<file path="src/hw/t1_ctrl_defs.vh">
// Purpose: constants for the framer error-insertion and reset control bank
// Assumes: byte-wide parallel register port, offsets are byte addresses
// Notes: included by both design files
`ifndef T1_CTRL_DEFS_VH
`define T1_CTRL_DEFS_VH
`define ADDR_IDLE_MSG 8'h18
`define ADDR_ERR_INJ 8'h19
`define ADDR_RST_CTRL 8'h1a
`define ADDR_IRQ_MASK0 8'h1b
`define INJ_BPV 7
`define INJ_CRC 6
`define INJ_FT 5
`define INJ_FS 4
`define INJ_LOSS 3
`define INJ_PAY 2
`define INJ_ALARM_SEL 0
`define RC_SWRST 7
`define RC_SUSPEND 6
`define RC_ACK 5
`define RC_CNT_CLEAR 4
`define RC_SAMPLE 3
`define RC_OSC_SEL 2
`define RST_IDLE_MSG 8'h00
`define RST_ERR_INJ 8'h00
`define RST_RST_CTRL 8'h00
`define RST_IRQ_MASK0 8'h00
`define RC_WR_MASK 8'h7c
`define INJ_WR_MASK 8'hfd
`define SWRST_CYCLES 3'h4
`define SEF_WINDOW 6
`endif

</file>
<file path="src/hw/err_counter.v">
// Purpose: one 8-bit error counter with clear and one-second sampling
// Assumes: events are one-cycle pulses
// Notes: readable copy only moves on tick while sampling
`include "t1_ctrl_defs.vh"
module err_counter #(
    parameter WIDTH = 8
) (
    input wire clk_i, // framer clock
    input wire rst_n_i, // synchronised reset
    input wire soft_rst_i, // software reset pulse
    input wire event_i, // error event
    input wire clear_i, // hold at zero
    input wire sample_i, // one-second sample mode
    input wire tick_i, // one-second tick
    output reg [WIDTH-1:0] count_o // readable count
);
reg [WIDTH-1:0] acc_reg;
always @(posedge clk_i or negedge rst_n_i) begin
    if (!rst_n_i) begin
        acc_reg <= {WIDTH{1'b0}};
        count_o <= {WIDTH{1'b0}};
    end else if (soft_rst_i || clear_i) begin
        acc_reg <= {WIDTH{1'b0}};
        count_o <= {WIDTH{1'b0}};
    end else if (sample_i) begin
        if (tick_i) begin
            count_o <= acc_reg + {{(WIDTH-1){1'b0}}, event_i};
            acc_reg <= {WIDTH{1'b0}};
        end else begin
            acc_reg <= acc_reg + {{(WIDTH-1){1'b0}}, event_i};
        end
    end else begin
        acc_reg <= {WIDTH{1'b0}};
        count_o <= count_o + {{(WIDTH-1){1'b0}}, event_i};
    end
end
endmodule // err_counter

</file>
<file path="src/hw/t1_error_insert_reset_irq_ctrl.v">
// Purpose: control bank for idle message, error insertion, reset, interrupts
// Assumes: synchronous byte port; transmit path marks its bit slots
// Notes: irq and alarm are open-drain/level; tri-state left to the pad
`include "t1_ctrl_defs.vh"
module t1_error_insert_reset_irq_ctrl #(
    parameter NCNT = 6
) (
    input wire clk_i, // framer clock, 10 MHz
    input wire resetn_i, // async reset, active low
    input wire cs_i, // register select
    input wire wr_i, // write strobe
    input wire rd_i, // read strobe
    input wire [7:0] addr_i, // register address
    input wire [7:0] wdata_i, // write data
    output reg [7:0] rdata_o, // read data
    input wire chan_msg_sel_i, // current channel selected for message
    input wire chan_slot_i, // payload bit slot of a channel
    input wire [2:0] chan_bit_i, // bit index in channel
    input wire tx_data_i, // transmit bit from framer
    input wire ft_slot_i, // terminal framing bit slot
    input wire fs_slot_i, // signalling framing bit slot
    input wire crc_slot_i, // crc-6 bit slot
    input wire esf_mode_i, // extended superframe active
    input wire pulse_slot_i, // mark bit slot for bpv
    output reg tx_data_o, // transmit bit after insertion
    output reg bpv_force_o, // force violation on this mark
    output reg line_zero_o, // suppress all pulses
    input wire los_i, // loss of signal state
    input wire lof_i, // loss of frame state
    output reg alarm_pin_o, // alarm output level
    output reg osc_ext_sel_o, // oscillator pin as logic input
    input wire frame_sync_i, // terminal frame sync state
    input wire mframe_sync_i, // multiframe sync state
    input wire ais_i, // all-ones alarm state
    input wire fbit_err_i, // framing bit error pulse
    input wire tx_slip_i, // transmit slip pulse
    input wire rx_slip_i, // receive slip pulse
    output reg irq_n_o, // interrupt pin output, low active
    output reg irq_oe_o, // interrupt pin drive enable
    input wire [NCNT-1:0] cnt_event_i, // counter error events
    input wire tick_1s_i, // one-second timer tick
    output reg [8*NCNT-1:0] counts_o // error counter values
);
// ------------------------------------------------------------
// reset synchroniser and software reset
// ------------------------------------------------------------
// release is synchronous so no flop leaves reset on a runt edge
reg rst_meta_reg;
reg rst_n;
always @(posedge clk_i or negedge resetn_i) begin
    if (!resetn_i) begin
        rst_meta_reg <= 1'b0;
        rst_n <= 1'b0;
    end else begin
        rst_meta_reg <= 1'b1;
        rst_n <= rst_meta_reg;
    end
end

function wr_hit;
    input [7:0] a;
    input [7:0] target;
    begin
        wr_hit = (a == target);
    end
endfunction

wire wr_en = cs_i && wr_i;
reg [2:0] swrst_cnt_reg;
wire swrst_start = wr_en && wr_hit(addr_i, `ADDR_RST_CTRL) &&
    wdata_i[`RC_SWRST];
wire soft_rst = (swrst_cnt_reg != 3'h0);
// reads back on bit 7 while it runs; a new request meanwhile is
// dropped rather than restarting the count
always @(posedge clk_i or negedge rst_n) begin
    if (!rst_n)
        swrst_cnt_reg <= 3'h0;
    else if (swrst_start && !soft_rst)
        swrst_cnt_reg <= `SWRST_CYCLES;
    else if (soft_rst)
        swrst_cnt_reg <= swrst_cnt_reg - 3'h1;
end

// ------------------------------------------------------------
// registers
// ------------------------------------------------------------
reg [7:0] idle_msg_reg;
reg [7:0] err_inj_reg;
reg [7:0] rst_ctrl_reg;
reg [7:0] irq_mask0_reg;
reg [7:0] irq_status_reg;
wire ack = wr_en && wr_hit(addr_i, `ADDR_RST_CTRL) && wdata_i[`RC_ACK];
// writes landing during the internal reset are dropped
always @(posedge clk_i or negedge rst_n) begin
    if (!rst_n) begin
        idle_msg_reg <= `RST_IDLE_MSG;
        err_inj_reg <= `RST_ERR_INJ;
        rst_ctrl_reg <= `RST_RST_CTRL;
        irq_mask0_reg <= `RST_IRQ_MASK0;
    end else if (soft_rst) begin
        idle_msg_reg <= `RST_IDLE_MSG;
        err_inj_reg <= `RST_ERR_INJ;
        rst_ctrl_reg <= `RST_RST_CTRL;
        irq_mask0_reg <= `RST_IRQ_MASK0;
    end else if (wr_en) begin
        if (wr_hit(addr_i, `ADDR_IDLE_MSG))
            idle_msg_reg <= wdata_i;
        if (wr_hit(addr_i, `ADDR_ERR_INJ))
            err_inj_reg <= wdata_i & `INJ_WR_MASK;
        // swrst shows while active; ack never stored, reserved kept 0
        if (wr_hit(addr_i, `ADDR_RST_CTRL))
            rst_ctrl_reg <= wdata_i & `RC_WR_MASK & 8'hdf;
        if (wr_hit(addr_i, `ADDR_IRQ_MASK0))
            irq_mask0_reg <= wdata_i;
    end
end

// ------------------------------------------------------------
// injection edge detect and pending flags
// ------------------------------------------------------------
reg [7:0] inj_prev_reg;
reg [3:0] pend_reg; // bpv crc ft fs
reg pend_pay_reg;
wire [7:0] rise = err_inj_reg & ~inj_prev_reg;
// a pending injection waits for its slot; crc waits on extended
// superframe, Fs on D4, so a wrong mode leaves it pending
wire use_bpv = pend_reg[3] && pulse_slot_i;
wire use_crc = pend_reg[2] && crc_slot_i && esf_mode_i;
wire use_ft = pend_reg[1] && ft_slot_i;
wire use_fs = pend_reg[0] && fs_slot_i && !esf_mode_i;
wire use_pay = pend_pay_reg && chan_slot_i && !chan_msg_sel_i;
always @(posedge clk_i or negedge rst_n) begin
    if (!rst_n) begin
        inj_prev_reg <= 8'h00;
        pend_reg <= 4'h0;
        pend_pay_reg <= 1'b0;
    end else if (soft_rst) begin
        inj_prev_reg <= 8'h00;
        pend_reg <= 4'h0;
        pend_pay_reg <= 1'b0;
    end else begin
        inj_prev_reg <= err_inj_reg;
        // set wins over consumption in the same cycle
        pend_reg[3] <= rise[`INJ_BPV] | (pend_reg[3] & ~use_bpv);
        pend_reg[2] <= rise[`INJ_CRC] | (pend_reg[2] & ~use_crc);
        pend_reg[1] <= rise[`INJ_FT] | (pend_reg[1] & ~use_ft);
        pend_reg[0] <= rise[`INJ_FS] | (pend_reg[0] & ~use_fs);
        pend_pay_reg <= rise[`INJ_PAY] | (pend_pay_reg & ~use_pay);
    end
end

// ------------------------------------------------------------
// transmit data path
// ------------------------------------------------------------
always @(posedge clk_i or negedge rst_n) begin
    if (!rst_n) begin
        tx_data_o <= 1'b0;
        bpv_force_o <= 1'b0;
        line_zero_o <= 1'b0;
    end else begin
        // forced loss overrides message and injection; pending ones
        // still drain while quiet, so nothing fires after it ends
        line_zero_o <= err_inj_reg[`INJ_LOSS];
        bpv_force_o <= use_bpv && !err_inj_reg[`INJ_LOSS];
        if (err_inj_reg[`INJ_LOSS])
            tx_data_o <= 1'b0;
        else if (chan_slot_i && chan_msg_sel_i)
            tx_data_o <= idle_msg_reg[chan_bit_i];
        else if (use_crc || use_ft || use_fs || use_pay)
            tx_data_o <= ~tx_data_i;
        else
            tx_data_o <= tx_data_i;
    end
end

// ------------------------------------------------------------
// alarm pin, oscillator select
// ------------------------------------------------------------
always @(posedge clk_i or negedge rst_n) begin
    if (!rst_n) begin
        alarm_pin_o <= 1'b0;
        osc_ext_sel_o <= 1'b0;
    end else begin
        // one cycle of latency, kept so the pin comes from a flop
        alarm_pin_o <= err_inj_reg[`INJ_ALARM_SEL] ? los_i :
            (los_i | lof_i);
        osc_ext_sel_o <= rst_ctrl_reg[`RC_OSC_SEL];
    end
end

// ------------------------------------------------------------
// interrupt sources and status
// ------------------------------------------------------------
reg fsync_d_reg, msync_d_reg, ais_d_reg, los_d_reg;
reg [2:0] sef_win_reg; // framing slots since the last error
reg sef_seen_reg;
reg [7:0] ev;
wire suspend = rst_ctrl_reg[`RC_SUSPEND];
// change detectors reset low; a source high out of reset shows one
// change, harmless because every mask resets to zero
always @* begin
    ev = 8'h00;
    ev[7] = frame_sync_i ^ fsync_d_reg;
    ev[6] = mframe_sync_i ^ msync_d_reg;
    ev[4] = ais_i ^ ais_d_reg;
    ev[3] = los_i ^ los_d_reg;
    ev[2] = ft_slot_i && fbit_err_i && sef_seen_reg &&
        (sef_win_reg < `SEF_WINDOW - 1);
    ev[1] = tx_slip_i;
    ev[0] = rx_slip_i;
end
// sef window counts framing bit slots since the last framing error
always @(posedge clk_i or negedge rst_n) begin
    if (!rst_n) begin
        fsync_d_reg <= 1'b0;
        msync_d_reg <= 1'b0;
        ais_d_reg <= 1'b0;
        los_d_reg <= 1'b0;
        sef_win_reg <= 3'h0;
        sef_seen_reg <= 1'b0;
        irq_status_reg <= 8'h00;
    end else begin
        fsync_d_reg <= frame_sync_i;
        msync_d_reg <= mframe_sync_i;
        ais_d_reg <= ais_i;
        los_d_reg <= los_i;
        if (ft_slot_i) begin
            // a lone error only arms the window
            if (fbit_err_i) begin
                sef_seen_reg <= 1'b1;
                sef_win_reg <= 3'h0;
            end else if (sef_win_reg < `SEF_WINDOW - 1) begin
                sef_win_reg <= sef_win_reg + 3'h1;
            end else begin
                sef_seen_reg <= 1'b0;
            end
        end
        // events set over acknowledge; suspended events are dropped
        if (soft_rst)
            irq_status_reg <= 8'h00;
        else if (suspend)
            irq_status_reg <= ack ? 8'h00 : irq_status_reg;
        else
            irq_status_reg <= (ack ? 8'h00 : irq_status_reg) |
                (ev & irq_mask0_reg);
    end
end
always @(posedge clk_i or negedge rst_n) begin
    if (!rst_n) begin
        irq_n_o <= 1'b1;
        irq_oe_o <= 1'b0;
    end else begin
        // only ever pulls low; the pad floats it when drive is off
        irq_n_o <= 1'b0;
        irq_oe_o <= !suspend && !ack &&
            ((irq_status_reg & irq_mask0_reg) != 8'h00);
    end
end

// ------------------------------------------------------------
// error counters
// ------------------------------------------------------------
wire [8*NCNT-1:0] cnt_w;
genvar gi;
generate
    for (gi = 0; gi < NCNT; gi = gi + 1) begin : g_cnt
        err_counter #(.WIDTH(8)) u_cnt (
            .clk_i(clk_i),
            .rst_n_i(rst_n),
            .soft_rst_i(soft_rst),
            .event_i(cnt_event_i[gi]),
            .clear_i(rst_ctrl_reg[`RC_CNT_CLEAR]),
            .sample_i(rst_ctrl_reg[`RC_SAMPLE]),
            .tick_i(tick_1s_i),
            .count_o(cnt_w[8*gi+7:8*gi])
        );
    end
endgenerate
// extra stage keeps the port straight from a flop, one cycle late
always @(posedge clk_i or negedge rst_n) begin
    if (!rst_n)
        counts_o <= {8*NCNT{1'b0}};
    else
        counts_o <= cnt_w;
end

// ------------------------------------------------------------
// read port
// ------------------------------------------------------------
always @(posedge clk_i or negedge rst_n) begin
    if (!rst_n) begin
        rdata_o <= 8'h00;
    end else if (cs_i && rd_i) begin
        // status words live elsewhere; unmapped reads return zero
        case (addr_i)
            `ADDR_IDLE_MSG: rdata_o <= idle_msg_reg;
            `ADDR_ERR_INJ: rdata_o <= err_inj_reg;
            `ADDR_RST_CTRL: rdata_o <= rst_ctrl_reg |
                {soft_rst, 7'h00};
            `ADDR_IRQ_MASK0: rdata_o <= irq_mask0_reg;
            default: rdata_o <= 8'h00;
        endcase
    end
end
endmodule // t1_error_insert_reset_irq_ctrl

</file>
<file path="config.mk">
export PLATFORM = sky130hd
export DESIGN_NAME = t1_error_insert_reset_irq_ctrl
export DESIGN_NICKNAME = d
export VERILOG_FILES = /design/src/hw/err_counter.v /design/src/hw/t1_error_insert_reset_irq_ctrl.v
export VERILOG_INCLUDE_DIRS = /design/src /design/src/hw
export SDC_FILE = /design/constraint.sdc
export NUM_CORES = 1
export LEC_CHECK = 0
export BUFFER_PORTS_ARGS = -buffer_cell sky130_fd_sc_hd__buf_2
export CORE_MARGIN = 2
export CORE_UTILIZATION = 57
export DETAILED_ROUTE_END_ITERATION = 6
export PLACE_DENSITY = 0.78
export SETUP_SLACK_MARGIN = 0.05
export SLEW_MARGIN = 25
export SYNTH_ARGS = -nofsm -noshare
export SYNTH_HDL_FRONTEND = slang
export SYNTH_SLANG_ARGS = --single-unit
</file>
<file path="constraint.sdc">
create_clock -name clk_i -period 17 [get_ports clk_i]
set_input_delay 0.85 -clock clk_i [delete_from_list [all_inputs] [get_ports clk_i]]
set_output_delay 0.85 -clock clk_i [all_outputs]
set_load 0.02 [all_outputs]
</file>
==> run summary, run 1 <==
status = complete, no violations
H-tree depth = 1
slew margin rel. = 39.1%
largest net degree at the start of global routing = 81
Max Buffers Root-to-Sink = 3
Mapped Cells = 855
dpl hpwl = 13.2 mm
part of the cycle the worst path needs = 15.3%
area of the core = 16500 sq um
Static Leak = 5.37 nW
setup tns final = 0 ns
RSZ-0062 raised after global routing = no
worst path bufs/invs = 0
final instance area = 11000 sq um
register area share after synthesis = 56.9%
Startpoint Class = flop
post-DR vias/cell = 5.77
Total GRT Usage = 23.4%
Cell Chain, Critical Path = nand2b_1, nand3b_1, nor2_1, a221o_1
DP Area = 10200 sq um
WP depth = 4
Final Hold Viols = 0
Root Driver = clkbuf_16
Die ar. = 17700 sq um
Iter 0 DRT Violations = 520
power per standard cell area = 105 nW/um^2
WL/cell = 16.8 microns
Port Buf Inserts = 109
worst setup path start = rst_ctrl_reg[3]
Ports = 110
first-pass GRT wire length = 34.1 mm
CP arrival = 2.99 ns
final setup fails = 0
Vias = 6932
initial antenna violation count = 0
antenna-violating nets left = 0
Largest stage delay, worst path = 0.85 ns
VDD IR-drop max = 0.0000744 V
# Post-CTS Setup Buffers = 0
# DRC = 0
endpoint class of the critical path = flop
Post-CTS Resized = 0
Die Wd = 133 microns
Die Span Y = 133 microns
Pins Over Slew Limit = 0
Starting Density = 57.7%
Unique masters post-synth = 50
Seq cells post-synth = 216
Max Fclk = 385 MHz
Top FF cell, synth = dfrtp_1
share of layout cells above drive strength 1 = 17.7%
max cap viols = 0
crit path to = g_cnt[4].u_cnt.count_o[7]
warnings from Yosys = 0
worst hold path type = primary input to async pin
vias in the first global route = 6862
CTS Buf Count = 23
CP delay by family, top = simple AND/OR/NAND/NOR gates
Post-synth ARST share = 100%
Worst Max-Slew Pin Slew = 0.911 ns
Worst Skew = 0.0134 ns
register clock-pin slew on the reported worst setup and hold paths = 0.06 ns
Post-synth EDFFs = 0
flop2flop setup slack = 14.40 ns
crit path kind = flop to flop
RePlAce Congestion = 0.823
gr ovfl total = 0
net count reported at finish = 1039
post-synth net total = 929
# diodes = 0
TritonCTS clock tree = built
WL final = 20.2 mm
layout overhead on the synthesized area = 15.7%
cts hold-fix bufs = 0
worst-case reg-to-reg path depth = 4
Clock Latency Late Sink = 0.50 ns
TritonRoute pass-1 iters = 5
Critical Path RT = 17.39 ns
syn avg cell area = 11.1 sq um
Std-Cell Rows = 47
mapped cell area = 9500 sq um
worst r2r src = rst_ctrl_reg[3]
Final min period = 2.60 ns
clk sink count = 216
crit path max fanout = 55
CP max stage cell = dfrtp_4
capturing point of the worst reg2reg path = g_cnt[4].u_cnt.count_o[7]
[cells in the final DEF (no fill, tap or decap), drive strengths merged, types with 29 or more instances in the layout]
master / instances
a32o: 29
buf: 117
clkbuf: 37
dfrtp: 215
mux2i: 43
nand2: 123
nand3: 66
nor2: 31
o21ai: 59
xor2: 40
[worst reg2reg max path: stages, from the launching register on]
cell      delay, ns
dfrtp_4        0.85
nand2b_1       0.24
nand3b_1       0.74
nor2_1         0.25
a221o_1        0.41
[how the worst min path moves through the flow]
stage | from | end | slack [ns] | cells past startpoint
after floorplan | rst_meta_reg | rst_n | 0.33 | 0
after global placement | rst_meta_reg | rst_n | 0.34 | 0
after detailed placement | rst_meta_reg | rst_n | 0.33 | 0
after CTS | resetn_i | rst_meta_reg | 0.11 | 1
after global routing | resetn_i | rst_n | 0.12 | 1
final | resetn_i | rst_n | 0.12 | 1
[power breakdown]
group	switching (mW)	internal, mW
Combinational	0.0942	0.0402
Clock	0.193	0.280
Sequential	0.0129	0.532
Total	0.300	0.852
[per-layer routing]
metal / vias to the layer above / wire length (microns) / GRT usage, % / share of wire, %
met5: - / 0 / 0 / 0
met3: 34 / 1160 / 3.50 / 5.7
li1: 3266 / - / - / -
met4: 0 / 399 / 6.56 / 2.0
met1: 3422 / 8770 / 32.9 / 43
met2: 210 / 9900 / 38.4 / 49
[final cells by class]
type,count,area [sq um]
repair buffers,117,629
inverters,25,93.8
fillers,1257,5470
flip-flops and latches,216,5410
multi-input cells,582,3860
clock buffers,37,698
well taps,220,275
clock inverters,5,28.8
[logic make-up after synthesis]
kind of cell    Yosys count  synth area share (%)
simple gates            310                  16.0
mux                      50                  6.19
other cells               2                0.0790
xor+xnor                 46                  4.24
flops                   216                  56.9
buf+inv                  57                  2.65
compound gates          147                  10.4
fa+ha+maj                27                  3.55
[Yosys cell counts (3+ instances only)]
library cell,count,area share [%]
o31ai_1,4,0.32
a21oi_1,25,1.3
nor3_1,10,0.53
a21o_1,3,0.24
mux4_2,7,1.7
nor2_1,31,1.2
or3_1,26,1.7
a221o_1,5,0.53
xor2_1,40,3.7
nor4_1,4,0.26
dfrtp_1,215,57
nand3b_1,4,0.32
xnor2_1,6,0.55
nand3_1,66,3.5
a22o_1,9,0.83
o21ai_0,59,3.1
and2_1,18,1.2
a31oi_1,3,0.20
clkbuf_1,23,0.91
nand4_1,8,0.53
nand2b_1,8,0.53
ha_1,27,3.6
nand2_1,122,4.8
a32o_1,29,3.1
inv_1,24,0.95
mux2i_1,43,4.5
buf_1,3,0.12
[per-stage QoR]
step	worst slack, ns	std cells	power, mW	hold WS [ns]	utilization (%)
final	14.40	1202	1.15	0.123	66.8
after global placement	14.13	1159	0.683	0.340	62.1
after CTS	14.07	1201	1.16	0.109	66.6
after detailed placement	14.07	1159	0.687	0.335	62.1
after floorplan	10.54	855	0.646	0.331	-
after global routing	14.22	1202	1.20	0.118	66.8
Power figures use the tool's default switching activity.
==> run 2, diff against run 1 <==
Clock period 17 ns to 2.5 ns, I/O delays scaled along.
==> run 2 against run 1 <==
  * Maximum frequency is 34% higher
  * Count of clock-buffer cells in the layout shrank 3
  * Sequential share of layout area is 1.1 points lower
  * Clock skew is 0.0040 ns lower
  * Utilization rose by 1.5 points
  * Combinational power grew to 7.4 times the previous value
==> run summary, run 2 (synthesis gave the netlist of run 1 again) <==
status = complete, no violations
# diodes = 0
antenna-violating nets left = 0
Die ar. = 17700 sq um
largest net degree at the start of global routing = 67
Starting Density = 57.7%
Die Wd = 133 microns
most frequent cells in the layout = dfrtp_1 (213), nand2_1 (122), buf_2 (109)
vias in the first global route = 6893
final setup fails = 0
Clock Latency Late Sink = 0.49 ns
Final min period = 1.94 ns
Final Hold Viols = 0
met3 Track Usage GR = 3.16%
Die Span Y = 133 microns
GRT busiest layer = met2
Largest stage delay, worst path = 0.50 ns
Ports = 110
met2 Use GR = 38.2%
Std-Cell Rows = 47
# DRC = 0
Cell Chain, Critical Path = inv_1, ha_1, nand2b_1, or3_1, o21ai_0, a221o_1
CP max stage cell = or3_1
Port Buf Inserts = 109
clk sink count = 216
share of layout cells above drive strength 1 = 17.5%
power per standard cell area = 689 nW/um^2
H-tree depth = 1
Startpoint Class = flop
Total GRT Usage = 23.2%
Root Driver = clkbuf_16
endpoint class of the critical path = flop
max cap viols = 0
worst slack at placement = 0.609 ns
dpl hpwl = 13.5 mm
Worst Max-Slew Pin Slew = 0.711 ns
initial antenna violation count = 0
first-pass GRT wire length = 33.8 mm
register clock-pin slew on the reported worst setup and hold paths = 0.06 ns
GR Util met1 = 32.8%
Max Buffers Root-to-Sink = 3
TritonCTS clock tree = built
Static Leak = 5.47 nW
setup tns final = 0 ns
area of the core = 16500 sq um
gr ovfl total = 0
RSZ-0062 raised after global routing = no
TritonRoute pass-1 iters = 6
Vias = 6977
slew margin rel. = 52.3%
layout overhead on the synthesized area = 18.2%
WL/cell = 16.5 microns
most common cell after layout, fill and taps aside = dfrtp_1
part of the cycle the worst path needs = 77.5%
RePlAce Congestion = 0.815
Final Util = 68.3%
WL final = 20.2 mm
VDD IR-drop max = 0.000482 V
crit path max fanout = 16
post-DR vias/cell = 5.69
Worst Skew = 0.00938 ns
worst hold path type = primary input to flop
Pins Over Slew Limit = 0
Iter 0 DRT Violations = 538
Max Fclk = 516 MHz
CP arrival = 2.31 ns
Post-CTS Resized = 0
setup slack after layout = 0.563 ns
CTS Buf Count = 23
net count reported at finish = 1070
Critical Path RT = 2.87 ns
crit path kind = flop to flop
## run 2: power breakdown
group / internal (mW) / switching, mW / total (mW)
clock: 1.80 / 1.24 / 3.04
combinational: 0.327 / 0.658 / 0.985
sequential: 3.62 / 0.0960 / 3.71
total: 5.74 / 2.00 / 7.74
## run 2: area by class of cell
class | instances | area, sq um
multi-input combinational | 582 | 3850
clock inverter | 2 | 13.8
tap | 220 | 275
timing repair buffer | 148 | 933
inverter | 25 | 93.8
clock buffer | 34 | 657
fill | 1202 | 5230
sequential | 216 | 5410
## run 2: critical path: cells and delay by family (launching register included)
family	cells	cell delay [ns]
AO/OA/AOI/OAI	2	0.53
flip-flops	1	0.36
AND/OR/NAND/NOR	2	0.64
buffers and inverters	1	0.07
adder cells (fa/ha/maj)	1	0.21
## run 2: per-stage QoR
stage	instances	total power [mW]	hold WS, ns	area, sq um
after floorplan	855	4.39	-0.171	9510
after global placement	1168	4.67	-0.0883	10300
after detailed placement	1168	4.70	-0.0887	10300
after CTS	1226	7.79	0.000785	11200
after global routing	1227	8.07	0.0147	11200
final	1227	7.74	0.00257	11200
## run 2: final timing paths
kind                       slack (ns)  cells past startpoint              from                   endpoint
max                              0.56                      6  swrst_cnt_reg[1]  g_cnt[0].u_cnt.count_o[7]
min in group asynchronous        0.32                      0             rst_n               counts_o[18]
min reg2reg                      0.32                      0             rst_n               counts_o[18]
max in group asynchronous        1.45                      1             rst_n               counts_o[28]
min                             0.003                      3        wdata_i[6]           irq_mask0_reg[6]
max reg2reg                      0.56                      6  swrst_cnt_reg[1]  g_cnt[0].u_cnt.count_o[7]
## run 2: timing repair
action                    in CTS  in global routing
setup buffers                  0                  0
hold endpoints to repair      38                  2
hold buffers                  22                  1
## run 2: per-layer routing
| metal | vias up | share of wire (%) | wire length, microns |
|---|---|---|---|
| li1 | 3314 | - | - |
| met2 | 185 | 49 | 9850 |
| met1 | 3440 | 44 | 8860 |
| met5 | - | 0 | 0 |
| met4 | 0 | 2.3 | 456 |
| met3 | 38 | 5.1 | 1020 |
